### src/rtl/protect_pkg.sv
// Constants shared by the protection threshold logic
package protect_pkg;
   // Clock and hold timer base
   localparam int unsigned CLK_PERIOD_NS  = 50;
   localparam int unsigned TICK_PERIOD_NS = 2000000;
   localparam int unsigned TICK_CYCLES    = TICK_PERIOD_NS / CLK_PERIOD_NS;
   // Register byte addresses
   localparam logic [7:0] HOLD_OFS   = 8'h00;
   localparam logic [7:0] ESTOP_OFS  = 8'h04;
   localparam logic [7:0] DEV_OFS    = 8'h08;
   localparam logic [7:0] ANA_OFS    = 8'h0C;
   localparam logic [7:0] OVL_OFS    = 8'h10;
   localparam logic [7:0] OVS_OFS    = 8'h14;
   localparam logic [7:0] SEL_OFS    = 8'h18;
   localparam logic [7:0] STAT_OFS   = 8'h1C;
   localparam logic [7:0] MASK_OFS   = 8'h20;
   localparam logic [7:0] ALARM_OFS  = 8'h24;
   // Reset values
   localparam logic [15:0] HOLD_RST  = 16'h0023;
   localparam logic [15:0] ESTOP_RST = 16'h0000;
   localparam logic [15:0] DEV_RST   = 16'h0064;
   localparam logic [15:0] ANA_RST   = 16'h0000;
   localparam logic [15:0] OVL_RST   = 16'h0000;
   localparam logic [15:0] OVS_RST   = 16'h0000;
   // Special setting values
   localparam logic [15:0] HOLD_OFF   = 16'h03E8;
   localparam logic [15:0] OVL_MAX    = 16'h0073;
   localparam logic [3:0]  DP_ESTOP   = 4'h2;
   localparam logic [3:0]  SEL_ESTOP8 = 4'h8;
   localparam logic [3:0]  SEL_ESTOP9 = 4'h9;
   localparam int unsigned DEV_SHIFT  = 8;
   // Overspeed ceiling is max speed * 6 / 5
   localparam logic [2:0]  OVS_MUL    = 3'h6;
   localparam logic [2:0]  OVS_DIV    = 3'h5;
   // Selection register field positions
   localparam int unsigned DP_LSB    = 0;
   localparam int unsigned SL_LSB    = 4;
   localparam int unsigned SD_LSB    = 8;
   localparam int unsigned REGEN_LSB = 12;
   // Status bit positions
   localparam int unsigned ST_LOSS = 0;
   localparam int unsigned ST_DEV  = 1;
   localparam int unsigned ST_ANA  = 2;
   localparam int unsigned ST_OVL  = 3;
   localparam int unsigned ST_OVS  = 4;
   localparam int unsigned ST_W    = 5;
   // Alarm codes
   localparam logic [7:0] ALARM_DEV = 8'h18;
   localparam logic [7:0] ALARM_ANA = 8'h27;
endpackage

### src/rtl/loss_if.sv
// Link between the threshold logic and the supply loss hold timer
`timescale 1ns/1ns
interface loss_if;
   logic [15:0] hold_time;     // Hold setting in 2 ms units
   logic        supply_absent; // Synchronised supply absent level
   logic        detected;      // Supply loss declared
   modport ctrl  (output hold_time, output supply_absent, input detected);
   modport timer (input hold_time, input supply_absent, output detected);
endinterface

### src/rtl/supply_loss_timer.sv
// Hold timer that declares main supply loss
`timescale 1ns/1ns
module supply_loss_timer #(
   parameter int unsigned TICK_CYCLES = protect_pkg::TICK_CYCLES
) (
   input  wire logic pclk,
   input  wire logic presetn,
   loss_if.timer     lt
);
   typedef struct packed {
      logic [31:0] div;      // Cycles within one 2 ms tick
      logic [15:0] ticks;    // Whole ticks of absence
      logic        detected; // Loss declared
   } tmr_t;
   tmr_t s_reg;
   tmr_t s_next;

   // Count absence in 2 ms ticks, restart when supply returns
   always_comb begin
      s_next = s_reg;
      if (!lt.supply_absent || lt.hold_time == protect_pkg::HOLD_OFF) begin
         s_next.div      = '0;
         s_next.ticks    = '0;
         s_next.detected = 1'b0;
      end else begin
         if (s_reg.div == TICK_CYCLES - 1) begin
            s_next.div = '0;
            if (s_reg.ticks != 16'hFFFF) begin
               s_next.ticks = s_reg.ticks + 16'h0001;
            end
         end else begin
            s_next.div = s_reg.div + 32'h00000001;
         end
         s_next.detected = (s_reg.ticks >= lt.hold_time);
      end
   end

   // State register
   always_ff @(posedge pclk or negedge presetn) begin
      if (!presetn) begin
         s_reg <= '0;
      end else begin
         s_reg <= s_next;
      end
   end

   assign lt.detected = s_reg.detected;
endmodule

### src/rtl/drive_protection_thresholds.sv
// Protection threshold registers and comparators of a servo drive
//
// Implementation choices: the register addresses and register access over APB.
`timescale 1ns/1ns
module drive_protection_thresholds #(
   parameter int unsigned TICK_CYCLES = protect_pkg::TICK_CYCLES
) (
   input  wire logic        pclk,
   input  wire logic        presetn,
   input  wire logic        psel,
   input  wire logic        penable,
   input  wire logic        pwrite,
   input  wire logic [7:0]  paddr,
   input  wire logic [31:0] pwdata,
   output logic      [31:0] prdata,
   output logic             pready,
   output logic             pslverr,
   input  wire logic        main_supply_present,
   input  wire logic        drive_prohibit_decel,
   input  wire logic        servo_disable_decel,
   input  wire logic [9:0]  normal_torque_limit,
   input  wire logic [23:0] deviation_magnitude,
   input  wire logic [11:0] torque_command_input,
   input  wire logic [9:0]  load_percent,
   input  wire logic [15:0] speed_rpm,
   input  wire logic [15:0] motor_max_rpm,
   output logic      [9:0]  torque_limit,
   output logic             estop_limit_active,
   output logic             supply_loss_detected,
   output logic             supply_loss_estop,
   output logic      [7:0]  alarm_code,
   output logic             irq
);
   // All block state
   typedef struct packed {
      logic                         sync1;     // Supply pin first stage
      logic                         sync2;     // Supply pin second stage
      logic [15:0]                  hold;      // Supply loss hold time
      logic [15:0]                  estop;     // Emergency stop torque
      logic [15:0]                  dev;       // Deviation overflow level
      logic [15:0]                  ana;       // Analog over-level
      logic [15:0]                  ovl;       // Overload level
      logic [15:0]                  ovs;       // Overspeed level
      logic [15:0]                  sel;       // Stop and regen selects
      logic [protect_pkg::ST_W-1:0] status;    // Sticky events
      logic [protect_pkg::ST_W-1:0] mask;      // Interrupt enables
      logic [protect_pkg::ST_W-1:0] live;      // Current conditions
      logic [7:0]                   alarm;     // Latest alarm code
      logic [9:0]                   tlim;      // Applied torque limit
      logic                         estop_on;  // Emergency limit in use
      logic                         loss_stop; // Emergency stop on loss
      logic                         ready;     // APB answer cycle
      logic                         err;       // APB error answer
      logic [31:0]                  rdata;     // APB read data
   } state_t;
   state_t s_reg;
   state_t s_next;

   loss_if lif ();

   // Supply loss hold timer
   supply_loss_timer #(
      .TICK_CYCLES (TICK_CYCLES)
   ) u_timer (
      .pclk    (pclk),
      .presetn (presetn),
      .lt      (lif.timer)
   );

   assign lif.hold_time     = s_reg.hold;
   assign lif.supply_absent = !s_reg.sync2;

   // Address decode shared by read and write
   function automatic logic mapped(input logic [7:0] a);
      case (a)
         protect_pkg::HOLD_OFS, protect_pkg::ESTOP_OFS,
         protect_pkg::DEV_OFS, protect_pkg::ANA_OFS,
         protect_pkg::OVL_OFS, protect_pkg::OVS_OFS,
         protect_pkg::SEL_OFS, protect_pkg::STAT_OFS,
         protect_pkg::MASK_OFS, protect_pkg::ALARM_OFS: mapped = 1'b1;
         default: mapped = 1'b0;
      endcase
   endfunction

   // Emergency select code check
   function automatic logic is_estop(input logic [3:0] v);
      is_estop = (v == protect_pkg::SEL_ESTOP8) || (v == protect_pkg::SEL_ESTOP9);
   endfunction

   // Comparator intermediates
   logic [22:0] dev_thr;   // Deviation threshold in pulses
   logic [15:0] ovl_eff;   // Effective overload percent
   logic [19:0] ovs_ceil;  // Ceiling times five
   logic [19:0] ovs_set5;  // Setting times five
   logic [19:0] ovs_eff5;  // Effective level times five
   logic [19:0] spd5;      // Speed times five
   logic [3:0]  dp_sel;    // Drive prohibit select
   logic [3:0]  sl_sel;    // Supply loss select
   logic [3:0]  sd_sel;    // Servo disable select
   logic        dev_over;  // Deviation over threshold
   logic        ana_over;  // Command over threshold
   logic        ovl_over;  // Load over level
   logic        ovs_over;  // Speed over level
   logic        loss_est;  // Emergency stop after loss
   logic        want_est;  // Emergency limit wanted
   logic        acc;       // APB access phase
   logic        wr;        // Write takes effect
   logic [protect_pkg::ST_W-1:0] events; // Condition vector

   assign dp_sel = s_reg.sel[protect_pkg::DP_LSB +: 4];
   assign sl_sel = s_reg.sel[protect_pkg::SL_LSB +: 4];
   assign sd_sel = s_reg.sel[protect_pkg::SD_LSB +: 4];

   // Threshold comparisons, evaluated every cycle
   always_comb begin
      dev_thr  = {s_reg.dev[14:0], 8'h00};
      dev_over = (s_reg.dev != 16'h0000)
                 && ({1'b0, dev_thr} < deviation_magnitude);
      // Analog threshold in 0.1 V, zero disables
      ana_over = (s_reg.ana != 16'h0000)
                 && ({4'h0, torque_command_input} > s_reg.ana);
      // Overload level, zero or excess selects the ceiling
      if (s_reg.ovl == 16'h0000 || s_reg.ovl > protect_pkg::OVL_MAX) begin
         ovl_eff = protect_pkg::OVL_MAX;
      end else begin
         ovl_eff = s_reg.ovl;
      end
      ovl_over = {6'h00, load_percent} > ovl_eff;
      // Overspeed compared in fifths to avoid a divider
      ovs_ceil = 20'(motor_max_rpm) * 20'(protect_pkg::OVS_MUL);
      ovs_set5 = 20'(s_reg.ovs) * 20'(protect_pkg::OVS_DIV);
      spd5     = 20'(speed_rpm) * 20'(protect_pkg::OVS_DIV);
      if (s_reg.ovs == 16'h0000 || ovs_set5 > ovs_ceil) begin
         ovs_eff5 = ovs_ceil;
      end else begin
         ovs_eff5 = ovs_set5;
      end
      ovs_over = spd5 > ovs_eff5;
      // Emergency torque limit selection
      loss_est = lif.detected && is_estop(sl_sel);
      want_est = (drive_prohibit_decel && dp_sel == protect_pkg::DP_ESTOP)
                 || loss_est
                 || (servo_disable_decel && is_estop(sd_sel));
      events = '0;
      events[protect_pkg::ST_LOSS] = lif.detected;
      events[protect_pkg::ST_DEV]  = dev_over;
      events[protect_pkg::ST_ANA]  = ana_over;
      events[protect_pkg::ST_OVL]  = ovl_over;
      events[protect_pkg::ST_OVS]  = ovs_over;
   end

   assign acc = psel && penable;
   assign wr  = acc && s_reg.ready && pwrite && !s_reg.err;

   // Next state: synchroniser, registers, alarms, APB
   always_comb begin
      s_next       = s_reg;
      s_next.sync1 = main_supply_present;
      s_next.sync2 = s_reg.sync1;
      // Settings written by software
      if (wr) begin
         case (paddr)
            protect_pkg::HOLD_OFS:  s_next.hold  = pwdata[15:0];
            protect_pkg::ESTOP_OFS: s_next.estop = pwdata[15:0];
            protect_pkg::DEV_OFS:   s_next.dev   = pwdata[15:0];
            protect_pkg::ANA_OFS:   s_next.ana   = pwdata[15:0];
            protect_pkg::OVL_OFS:   s_next.ovl   = pwdata[15:0];
            protect_pkg::OVS_OFS:   s_next.ovs   = pwdata[15:0];
            protect_pkg::SEL_OFS:   s_next.sel   = pwdata[15:0];
            protect_pkg::MASK_OFS:  s_next.mask  = pwdata[protect_pkg::ST_W-1:0];
            protect_pkg::STAT_OFS: begin
               // Write one clears
               s_next.status = s_reg.status & ~pwdata[protect_pkg::ST_W-1:0];
            end
            default: begin
               s_next.hold = s_reg.hold;
            end
         endcase
      end
      // New events set, winning over a clear
      s_next.status = s_next.status | events;
      s_next.live   = events;
      // Latest documented alarm code
      if (dev_over) begin
         s_next.alarm = protect_pkg::ALARM_DEV;
      end else if (ana_over) begin
         s_next.alarm = protect_pkg::ALARM_ANA;
      end
      // Applied torque limit
      s_next.estop_on  = want_est && (s_reg.estop != 16'h0000);
      s_next.loss_stop = loss_est;
      if (want_est && s_reg.estop != 16'h0000) begin
         s_next.tlim = s_reg.estop[9:0];
      end else begin
         s_next.tlim = normal_torque_limit;
      end
      // APB: one wait state, answer registered
      if (acc && !s_reg.ready) begin
         s_next.ready = 1'b1;
         s_next.err   = !mapped(paddr);
         s_next.rdata = '0;
         case (paddr)
            protect_pkg::HOLD_OFS:  s_next.rdata[15:0] = s_reg.hold;
            protect_pkg::ESTOP_OFS: s_next.rdata[15:0] = s_reg.estop;
            protect_pkg::DEV_OFS:   s_next.rdata[15:0] = s_reg.dev;
            protect_pkg::ANA_OFS:   s_next.rdata[15:0] = s_reg.ana;
            protect_pkg::OVL_OFS:   s_next.rdata[15:0] = s_reg.ovl;
            protect_pkg::OVS_OFS:   s_next.rdata[15:0] = s_reg.ovs;
            protect_pkg::SEL_OFS:   s_next.rdata[15:0] = s_reg.sel;
            protect_pkg::STAT_OFS: begin
               s_next.rdata[protect_pkg::ST_W-1:0] = s_reg.status;
            end
            protect_pkg::MASK_OFS: begin
               s_next.rdata[protect_pkg::ST_W-1:0] = s_reg.mask;
            end
            protect_pkg::ALARM_OFS: begin
               // Alarm code low, live conditions above
               s_next.rdata[7:0] = s_reg.alarm;
               s_next.rdata[8 +: protect_pkg::ST_W] = s_reg.live;
            end
            default: begin
               s_next.rdata = '0;
            end
         endcase
      end else begin
         s_next.ready = 1'b0;
         s_next.err   = 1'b0;
      end
   end

   // State register with reset values
   always_ff @(posedge pclk or negedge presetn) begin
      if (!presetn) begin
         s_reg       <= '0;
         s_reg.hold  <= protect_pkg::HOLD_RST;
         s_reg.estop <= protect_pkg::ESTOP_RST;
         s_reg.dev   <= protect_pkg::DEV_RST;
         s_reg.ana   <= protect_pkg::ANA_RST;
         s_reg.ovl   <= protect_pkg::OVL_RST;
         s_reg.ovs   <= protect_pkg::OVS_RST;
      end else begin
         s_reg <= s_next;
      end
   end

   // Outputs
   assign prdata               = s_reg.ready ? s_reg.rdata : 32'h00000000;
   assign pready               = s_reg.ready;
   assign pslverr              = s_reg.ready && s_reg.err;
   assign torque_limit         = s_reg.tlim;
   assign estop_limit_active   = s_reg.estop_on;
   assign supply_loss_detected = s_reg.live[protect_pkg::ST_LOSS];
   assign supply_loss_estop    = s_reg.loss_stop;
   assign alarm_code           = s_reg.alarm;
   assign irq                  = |(s_reg.status & s_reg.mask);
endmodule

### config.mk
export PLATFORM = sky130hd
export DESIGN_NAME = drive_protection_thresholds
export DESIGN_NICKNAME = d
export VERILOG_FILES = /design/src/rtl/protect_pkg.sv /design/src/rtl/loss_if.sv /design/src/rtl/supply_loss_timer.sv /design/src/rtl/drive_protection_thresholds.sv
export SDC_FILE = /design/constraint.sdc
export NUM_CORES = 1
export LEC_CHECK = 0
export ABC_CLOCK_PERIOD_IN_PS = 9700
export BUFFER_PORTS_ARGS = -buffer_cell sky130_fd_sc_hd__buf_2
export CAP_MARGIN = 5
export CORE_AREA = 4 4 162 164
export DETAILED_ROUTE_END_ITERATION = 8
export DIE_AREA = 0 0 166 168
export PLACE_DENSITY = 0.82
export SYNTH_ARGS = -nofsm -noshare
export SYNTH_HDL_FRONTEND = slang
export SYNTH_SLANG_ARGS = --single-unit
### constraint.sdc
create_clock -name pclk -period 9.7 [get_ports pclk]
set_input_delay 0.485 -clock pclk [delete_from_list [all_inputs] [get_ports pclk]]
set_output_delay 0.485 -clock pclk [all_outputs]
set_load 0.05 [all_outputs]
==> impl_metrics.py, run 1 <==
metrics = {
    "outcome": {
        "status": "finished clean",
    },
    "cts": {
        "cts_sinks": 210,
        "clk_pin_slew_ps": 60,
        "clock-root-buffer": "clkbuf_16",
        "cts_max_level": 1,
        "postCtsHoldBufs": 0,
        "insertion_delay_ps": 510,
        "post_cts_resized": 0,
        "clk_path_buf_depth": 3,
        "cts_buffers": 22,
        "cts_tree": "built",
        "post_cts_buffers": 0,
    },
    "grt": {
        "grt_use_met2": 0.464,
        "grt_pass1_wl_um": 63800,
        "grt_use_met3": 0.0545,
        "top_usage_layer": "met2",
        "grt_pass1_vias": 12166,
        "grt_usage": 0.279,
        "overflow": 0,
        "antenna_found_initial": 2,
        "use_met1": 0.376,
        "grt_max_degree": 110,
    },
    "routing": {
        "viasPerCell": 6.12,
        "drt_iter0_markers": 1317,
        "drc": 0,
        "drt-wirelength-per-cell_um": 20.1,
        "drt-total-wl_um": 40000,
        "vias": 12191,
        "antenna_left": 0,
        "first_pass_iters": 8,
    },
    "timing": {
        "hold_viol_final": 0,
        "worst_clock_skew_ps": 15.7,
        "worst_slack_ps": 3490,
        "worstMarginPinSlew_ps": 1220,
        "fin_crit_ps": 6210,
        "rsz0062_at_grt": "false",
        "finalMaxSlewViolations": 0,
        "fmaxAchievable_ghz": 0.161,
        "slew_headroom": 0.179,
        "setup-violations-final": 0,
        "setup_tns_ps": 0,
        "min_period_over_period": 0.640,
    },
    "critical_path": {
        "crit_start": "s_reg[88]$_DFFE_PN0P_",
        "crit_fanout": 18,
        "worst_path_max_delay_cell": "o21ai_2",
        "reg2reg_slack_ps": 3490,
        "worst_path_most_repeated_cell": "ha_1",
        "cpLargestDelayFamily": "compound AO/OA/AOI/OAI gates",
        "worst_ep_arrival_time_ps": 6620,
        "cp.depth": 23,
        "end_kind": "flop",
        "critPathLaunchType": "flop",
        "path_class": "flop to flop",
        "r2r-end": "s_reg[68]$_DFF_PN0_",
        "crit_path_end": "s_reg[68]$_DFF_PN0_",
        "required_ps": 10110,
        "crit_path_max_incr_delay_ps": 850,
        "worstPathCellList": "ha_1, ha_1, fa_1, a21oi_1, o21ai_0, a211oi_1, o31ai_1, a21oi_1, xnor2_1, ha_1, nand4_1, nor2_1, nand2_1, o21ai_2, mux2i_1, ha_1, a21o_1, a221oi_1, nor2_1, o31ai_1, o2111ai_1, o21a_1, a21o_1",
        "worstReg2RegStart": "s_reg[88]$_DFFE_PN0P_",
        "crit_buf_inv": 0,
        "ff2ff_path_depth": 23,
    },
    "place": {
        "port_buffers": 157,
        "dp_slack_ps": 3570,
        "dp_hpwl_um": 30500,
        "routabilityCongestion": 0.941,
    },
    "worst_hold_path": {
        "hold_class": "input port to async pin",
    },
    "synthesis": {
        "avgSynthCellArea_um2": 9.74,
        "yosys_warnings": 0,
        "ys_types": 78,
        "syn_inst": 1516,
        "ys_seq_elements": 210,
        "synth_edf_count": 0,
        "yosysSeqAreaShare": 0.356,
        "ys.flop_type": "dfrtp_1",
        "synth_area_um2": 14800,
        "async_flop_share": 1.00,
    },
    "flow_run": {
        "maxCapViolCount": 0,
    },
    "power": {
        "power_density_nw_per_um2": 130,
        "power_uw": 2120,
        "ir_drop_uv": 108,
        "leakagePower_uw": 0.00840,
    },
    "final_layout": {
        "largest_reg_flops": 109,
        "fin_nets": 1948,
        "final_cell_mix": "dfrtp_1 (204), ha_1 (165), buf_2 (156), nand2_1 (122), nor2_1 (113)",
        "final_common_cell": "dfrtp_1",
        "drive_above_1_share": 0.207,
        "area_growth_pct": 10.2,
    },
    "floorplanning": {
        "pin_count": 192,
        "core-area_um2": 24900,
        "die_h_um": 168,
        "initial_core_util": 0.593,
        "num_rows": 58,
        "dieArea_um2": 27900,
        "die_x_um": 166,
    },
}
[power by group]
| group | leakage, uW | internal, uW | switching [uW] | total, uW |
|---|---|---|---|---|
| clock | 0.000339 | 466 | 354 | 819 |
| combinational | 0.00530 | 137 | 252 | 388 |
| sequential | 0.00276 | 895 | 18.5 | 913 |
| total | 0.00840 | 1500 | 624 | 2120 |
[worst min-delay path by stage]
stage,slack (ps),endpoint
finish,90,torque_limit[6]$_DFF_PN0_
global route,70,s_next[181]$_DFF_PN0_
CTS,70,s_next[181]$_DFF_PN0_
detailed placement,350,s_reg[181]$_DFF_PN0_
global placement,330,s_reg[181]$_DFF_PN0_
floorplan,190,alarm_code[2]$_DFFE_PN0P_
[cells in the mapped netlist (all sizes together), types with 23 or more instances]
| cell type | count | share of area |
|---|---|---|
| dfrtp | 204 | 0.35 |
| ha | 165 | 0.14 |
| mux2 | 110 | 0.084 |
| inv | 97 | 0.025 |
| nand2 | 124 | 0.032 |
| nor2 | 115 | 0.030 |
| nand4 | 27 | 0.011 |
| nand3 | 40 | 0.014 |
| and2 | 23 | 0.0097 |
| a21oi | 72 | 0.024 |
| buf | 60 | 0.029 |
| nor3 | 25 | 0.010 |
| mux2i | 33 | 0.022 |
| xor2 | 32 | 0.019 |
| nor4 | 37 | 0.021 |
| a21o | 43 | 0.022 |
| o21ai | 69 | 0.023 |
| xnor2 | 44 | 0.026 |
[cells by family after synthesis]
kind of cell               synth area share
xor gates and xnor gates             0.0451
AOI/OAI and AO/OA                     0.124
DFF                                   0.356
muxes                                 0.114
adders and majority gates             0.144
buffers and inverters                0.0582
other                              0.000508
and+or+nand+nor                       0.159
[metrics by stage]
| step | cells | instance area (um2) | utilization | hold WS [ps] |
|---|---|---|---|---|
| global placement | 1950 | 15600 | 0.626 | 334 |
| CTS | 1990 | 16300 | 0.654 | 70.9 |
| global route | 1991 | 16300 | 0.654 | 67.5 |
| detailed placement | 1950 | 15600 | 0.626 | 350 |
| floorplan | 1535 | 14800 | - | 189 |
| finish | 1991 | 16300 | 0.654 | 85.2 |
[metal layers]
metal | vias up | part of all wire
met4 | 2 | 0.031
met2 | 585 | 0.47
met3 | 111 | 0.089
li1 | 5653 | -
met1 | 5840 | 0.41
met5 | - | 0.00017
[area by class of cell]
type	count	area (um2)
multi-input combinational	1152	8730
inverter	98	368
tap	330	413
fill	1952	8610
antenna	1	2.50
clock inverter	7	40.0
sequential	210	5260
timing repair buffer	160	817
clock buffer	33	653
(Power assumes the default switching activity.)
==> run 2: changes to the inputs <==
ABC_AREA = 1   (was unset)
ABC_CLOCK_PERIOD_IN_PS = 5550   (was 9700)
CORE_AREA = 4 4 176 178   (was 4 4 162 164)
DIE_AREA = 0 0 180 182   (was 0 0 166 168)
PLACE_DENSITY = 0.77   (was 0.82)
clock period = 5.55 ns   (was 9.7 ns; I/O delays follow)
==> run 2 against run 1 <==
  * Combinational power rose by 90%
  * Critical path type unchanged
  * Fmax rose by 29%
  * Largest power group unchanged
  * Largest cell class unchanged
  * Sequential power rose by 73%
  * Final area rose by 7.9%
==> impl_metrics.py, run 2 <==
metrics = {
    "cts": {
        "insertion_delay_ps": 540,
        "clk_path_buf_depth": 3,
        "cts_max_level": 1,
        "cts_buffers": 23,
        "cts_sinks": 210,
        "clk_pin_slew_ps": 60,
        "clock-root-buffer": "clkbuf_16",
        "cts_tree": "built",
    },
    "synthesis": {
        "ys_seq_elements": 210,
        "ys_types": 51,
        "netlist_top_cells_area": "dfrtp_1 (32%), nand2_1 (18%), ha_1 (13%)",
        "yosysSeqAreaShare": 0.333,
        "async_flop_share": 1.00,
        "synth_top_area_share": 0.324,
        "synthTopCellsByCount": "nand2_1 (736), inv_1 (237), dfrtp_1 (204)",
        "yosysMostFrequentCell": "nand2_1",
        "synth_edf_count": 0,
        "ys.flop_type": "dfrtp_1",
        "avgSynthCellArea_um2": 7.13,
        "synth_area_um2": 15800,
        "yosysTopAreaCell": "dfrtp_1",
        "yosys_warnings": 0,
        "syn_inst": 2214,
    },
    "final_layout": {
        "final_common_cell": "nand2_1",
        "layout.area.seq_um2": 5260,
        "area_growth_pct": 11.4,
        "largest_reg_flops": 109,
        "antenna_cells": 0,
        "multi_input_comb_area_um2": 9160,
        "fin_nets": 2656,
        "final_cell_mix": "nand2_1 (736), inv_1 (237), dfrtp_1 (204), nor2_1 (187), ha_1 (165)",
        "fin_util": 0.598,
        "n_fill_cell": 2748,
        "drive_above_1_share": 0.108,
    },
    "timing": {
        "hold_viol_final": 0,
        "slew_headroom": 0.227,
        "setup-violations-final": 0,
        "worst_slack_ps": 748,
        "setup_tns_ps": 0,
        "worstMarginPinSlew_ps": 1160,
        "finalMaxSlewViolations": 0,
        "worst_clock_skew_ps": 36.0,
        "min_period_over_period": 0.865,
        "fmaxAchievable_ghz": 0.208,
        "fin_crit_ps": 4800,
        "rsz0062_at_grt": "false",
    },
    "floorplanning": {
        "initial_core_util": 0.537,
        "die_h_um": 182,
        "pin_count": 192,
        "num_rows": 63,
        "die_x_um": 180,
        "core-area_um2": 29400,
        "dieArea_um2": 32800,
    },
    "power": {
        "pwr-share-comb": 0.191,
        "ir_drop_uv": 297,
        "pwr-share-seq": 0.408,
        "clkPwrFrac": 0.401,
        "power_uw": 3870,
        "switching_share": 0.309,
        "intPower_uw": 2670,
        "power_density_nw_per_um2": 220,
        "leakagePower_uw": 0.00942,
        "p_switching_uw": 1200,
    },
    "critical_path": {
        "path_class": "flop to flop",
        "critPathLaunchType": "flop",
        "required_ps": 5950,
        "worst_path_most_repeated_cell": "nand2_1",
        "reg2reg_slack_ps": 750,
        "crit_path_max_incr_delay_ps": 470,
        "crit_buf_inv": 1,
        "end_kind": "flop",
        "worst_ep_arrival_time_ps": 5200,
        "ff2ff_path_depth": 25,
        "worstReg2RegStart": "s_reg[100]$_DFFE_PN0P_",
        "worst_path_max_delay_cell": "dfrtp_1",
        "cpLargestDelayFamily": "simple AND/OR/NAND/NOR gates",
        "crit_fanout": 19,
        "r2r-end": "s_reg[68]$_DFF_PN0_",
    },
    "routing": {
        "vias": 14810,
        "drc": 0,
        "viasPerCell": 5.37,
        "drt_iter0_markers": 1125,
        "drt-wirelength-per-cell_um": 15.5,
        "drt-total-wl_um": 42900,
        "antenna_left": 0,
        "first_pass_iters": 7,
    },
    "worst_hold_path": {
        "hold_class": "input port to flop",
        "hold_start": "normal_torque_limit[6]",
        "whs_path_depth": 3,
        "hold_path_end": "torque_limit[6]$_DFF_PN0_",
    },
    "flow_run": {
        "maxCapViolCount": 0,
    },
    "grt": {
        "grt_max_degree": 188,
        "grt_usage": 0.257,
        "overflow": 0,
        "grt_pass1_vias": 14156,
        "grt_pass1_wl_um": 70100,
        "antenna_found_initial": 0,
    },
    "outcome": {
        "status": "finished clean",
    },
    "place": {
        "port_buffers": 157,
        "routabilityCongestion": 0.942,
        "dp_hpwl_um": 33200,
        "dp_slack_ps": 736,
    },
}
run 2: worst max path at each step:
stage	cells past startpoint	to	slack [ps]	startpoint
5_1_grt	30	s_reg[68]$_DFF_PN0_	340	s_reg[88]$_DFFE_PN0P_
6_report	25	s_reg[68]$_DFF_PN0_	750	s_reg[100]$_DFFE_PN0P_
2_1_floorplan	30	s_reg[68]$_DFF_PN0_	1480	s_reg[88]$_DFFE_PN0P_
3_5_place_dp	30	s_reg[68]$_DFF_PN0_	740	s_reg[88]$_DFFE_PN0P_
4_1_cts	30	s_reg[68]$_DFF_PN0_	730	s_reg[88]$_DFFE_PN0P_
3_3_place_gp	30	s_reg[68]$_DFF_PN0_	830	s_reg[88]$_DFFE_PN0P_
run 2: metal layers:
metal,track usage,wire [um],up-vias
met2,0.431,19600,532
met4,0.102,1930,0
met1,0.340,18500,6760
met5,0,0,-
met3,0.0317,2810,121
li1,-,-,7397
run 2: logic make-up (layout without fill, tap and decap cells):
| logic type | count (synthesis) | count (layout) | synth area share |
|---|---|---|---|
| adders and majority gates | 168 | 168 | 0.135 |
| AOI/OAI and AO/OA | 289 | 289 | 0.0962 |
| xor gates and xnor gates | 61 | 61 | 0.0339 |
| DFF | 210 | 210 | 0.333 |
| and+or+nand+nor | 1154 | 1154 | 0.311 |
| buffers and inverters | 330 | 466 | 0.0904 |
| other | 2 | 21 | 0.000476 |
run 2: repair_timing:
action,CTS,global route
hold buffers,11,0
buffers inserted,0,0
resized for setup,0,0
endpoints found under the hold margin,33,0
run 2: per-stage QoR:
| step | area, um2 | hold WS [ps] | cells |
|---|---|---|---|
| after detailed placement | 16700 | 163 | 2706 |
| after CTS | 17600 | 20.5 | 2759 |
| after floorplan | 15900 | -18.1 | 2233 |
| after global routing | 17600 | 33.1 | 2759 |
| after global placement | 16700 | 161 | 2706 |
| final | 17600 | 39.5 | 2759 |
run 2: area by class of cell:
cell class | count | share of cell area
Clock buffer | 29 | 0.0363
Clock inverter | 13 | 0.00783
Inverter | 255 | 0.0546
Multi-Input combinational cell | 1693 | 0.521
Sequential cell | 210 | 0.299
Tap cell | 390 | 0.0278
Timing Repair Buffer | 169 | 0.0526
run 2: worst reg2reg max path, cell delays in order (launching register included):
cell and delay [ps]:
dfrtp_1 470, ha_1 320, ha_1 360, a21oi_1 230
nor2_1 50, o21ai_0 190, nand2_1 70, a21oi_1 220
inv_1 80, ha_1 310, a21oi_1 140, o21ai_0 110
nor2_1 140, nand3_1 100, nand2_2 310, nand2_4 230
nand2_1 110, nand2_1 80, ha_1 310, nand2_1 70
nor2_1 100, nand4_1 130, nor3_1 230, nand4_1 110
nand2_1 150, nand2_1 70
run 2: power groups by stage:
| stage | logic, uW | registers [uW] | clock network [uW] |
|---|---|---|---|
| 2_1_floorplan | 546 | 1600 | 0 |
| 3_3_place_gp | 710 | 1600 | 0 |
| 3_5_place_dp | 730 | 1610 | 0 |
| 4_1_cts | 739 | 1580 | 1570 |
| 5_1_grt | 830 | 1580 | 1640 |
| 6_report | 738 | 1580 | 1550 |
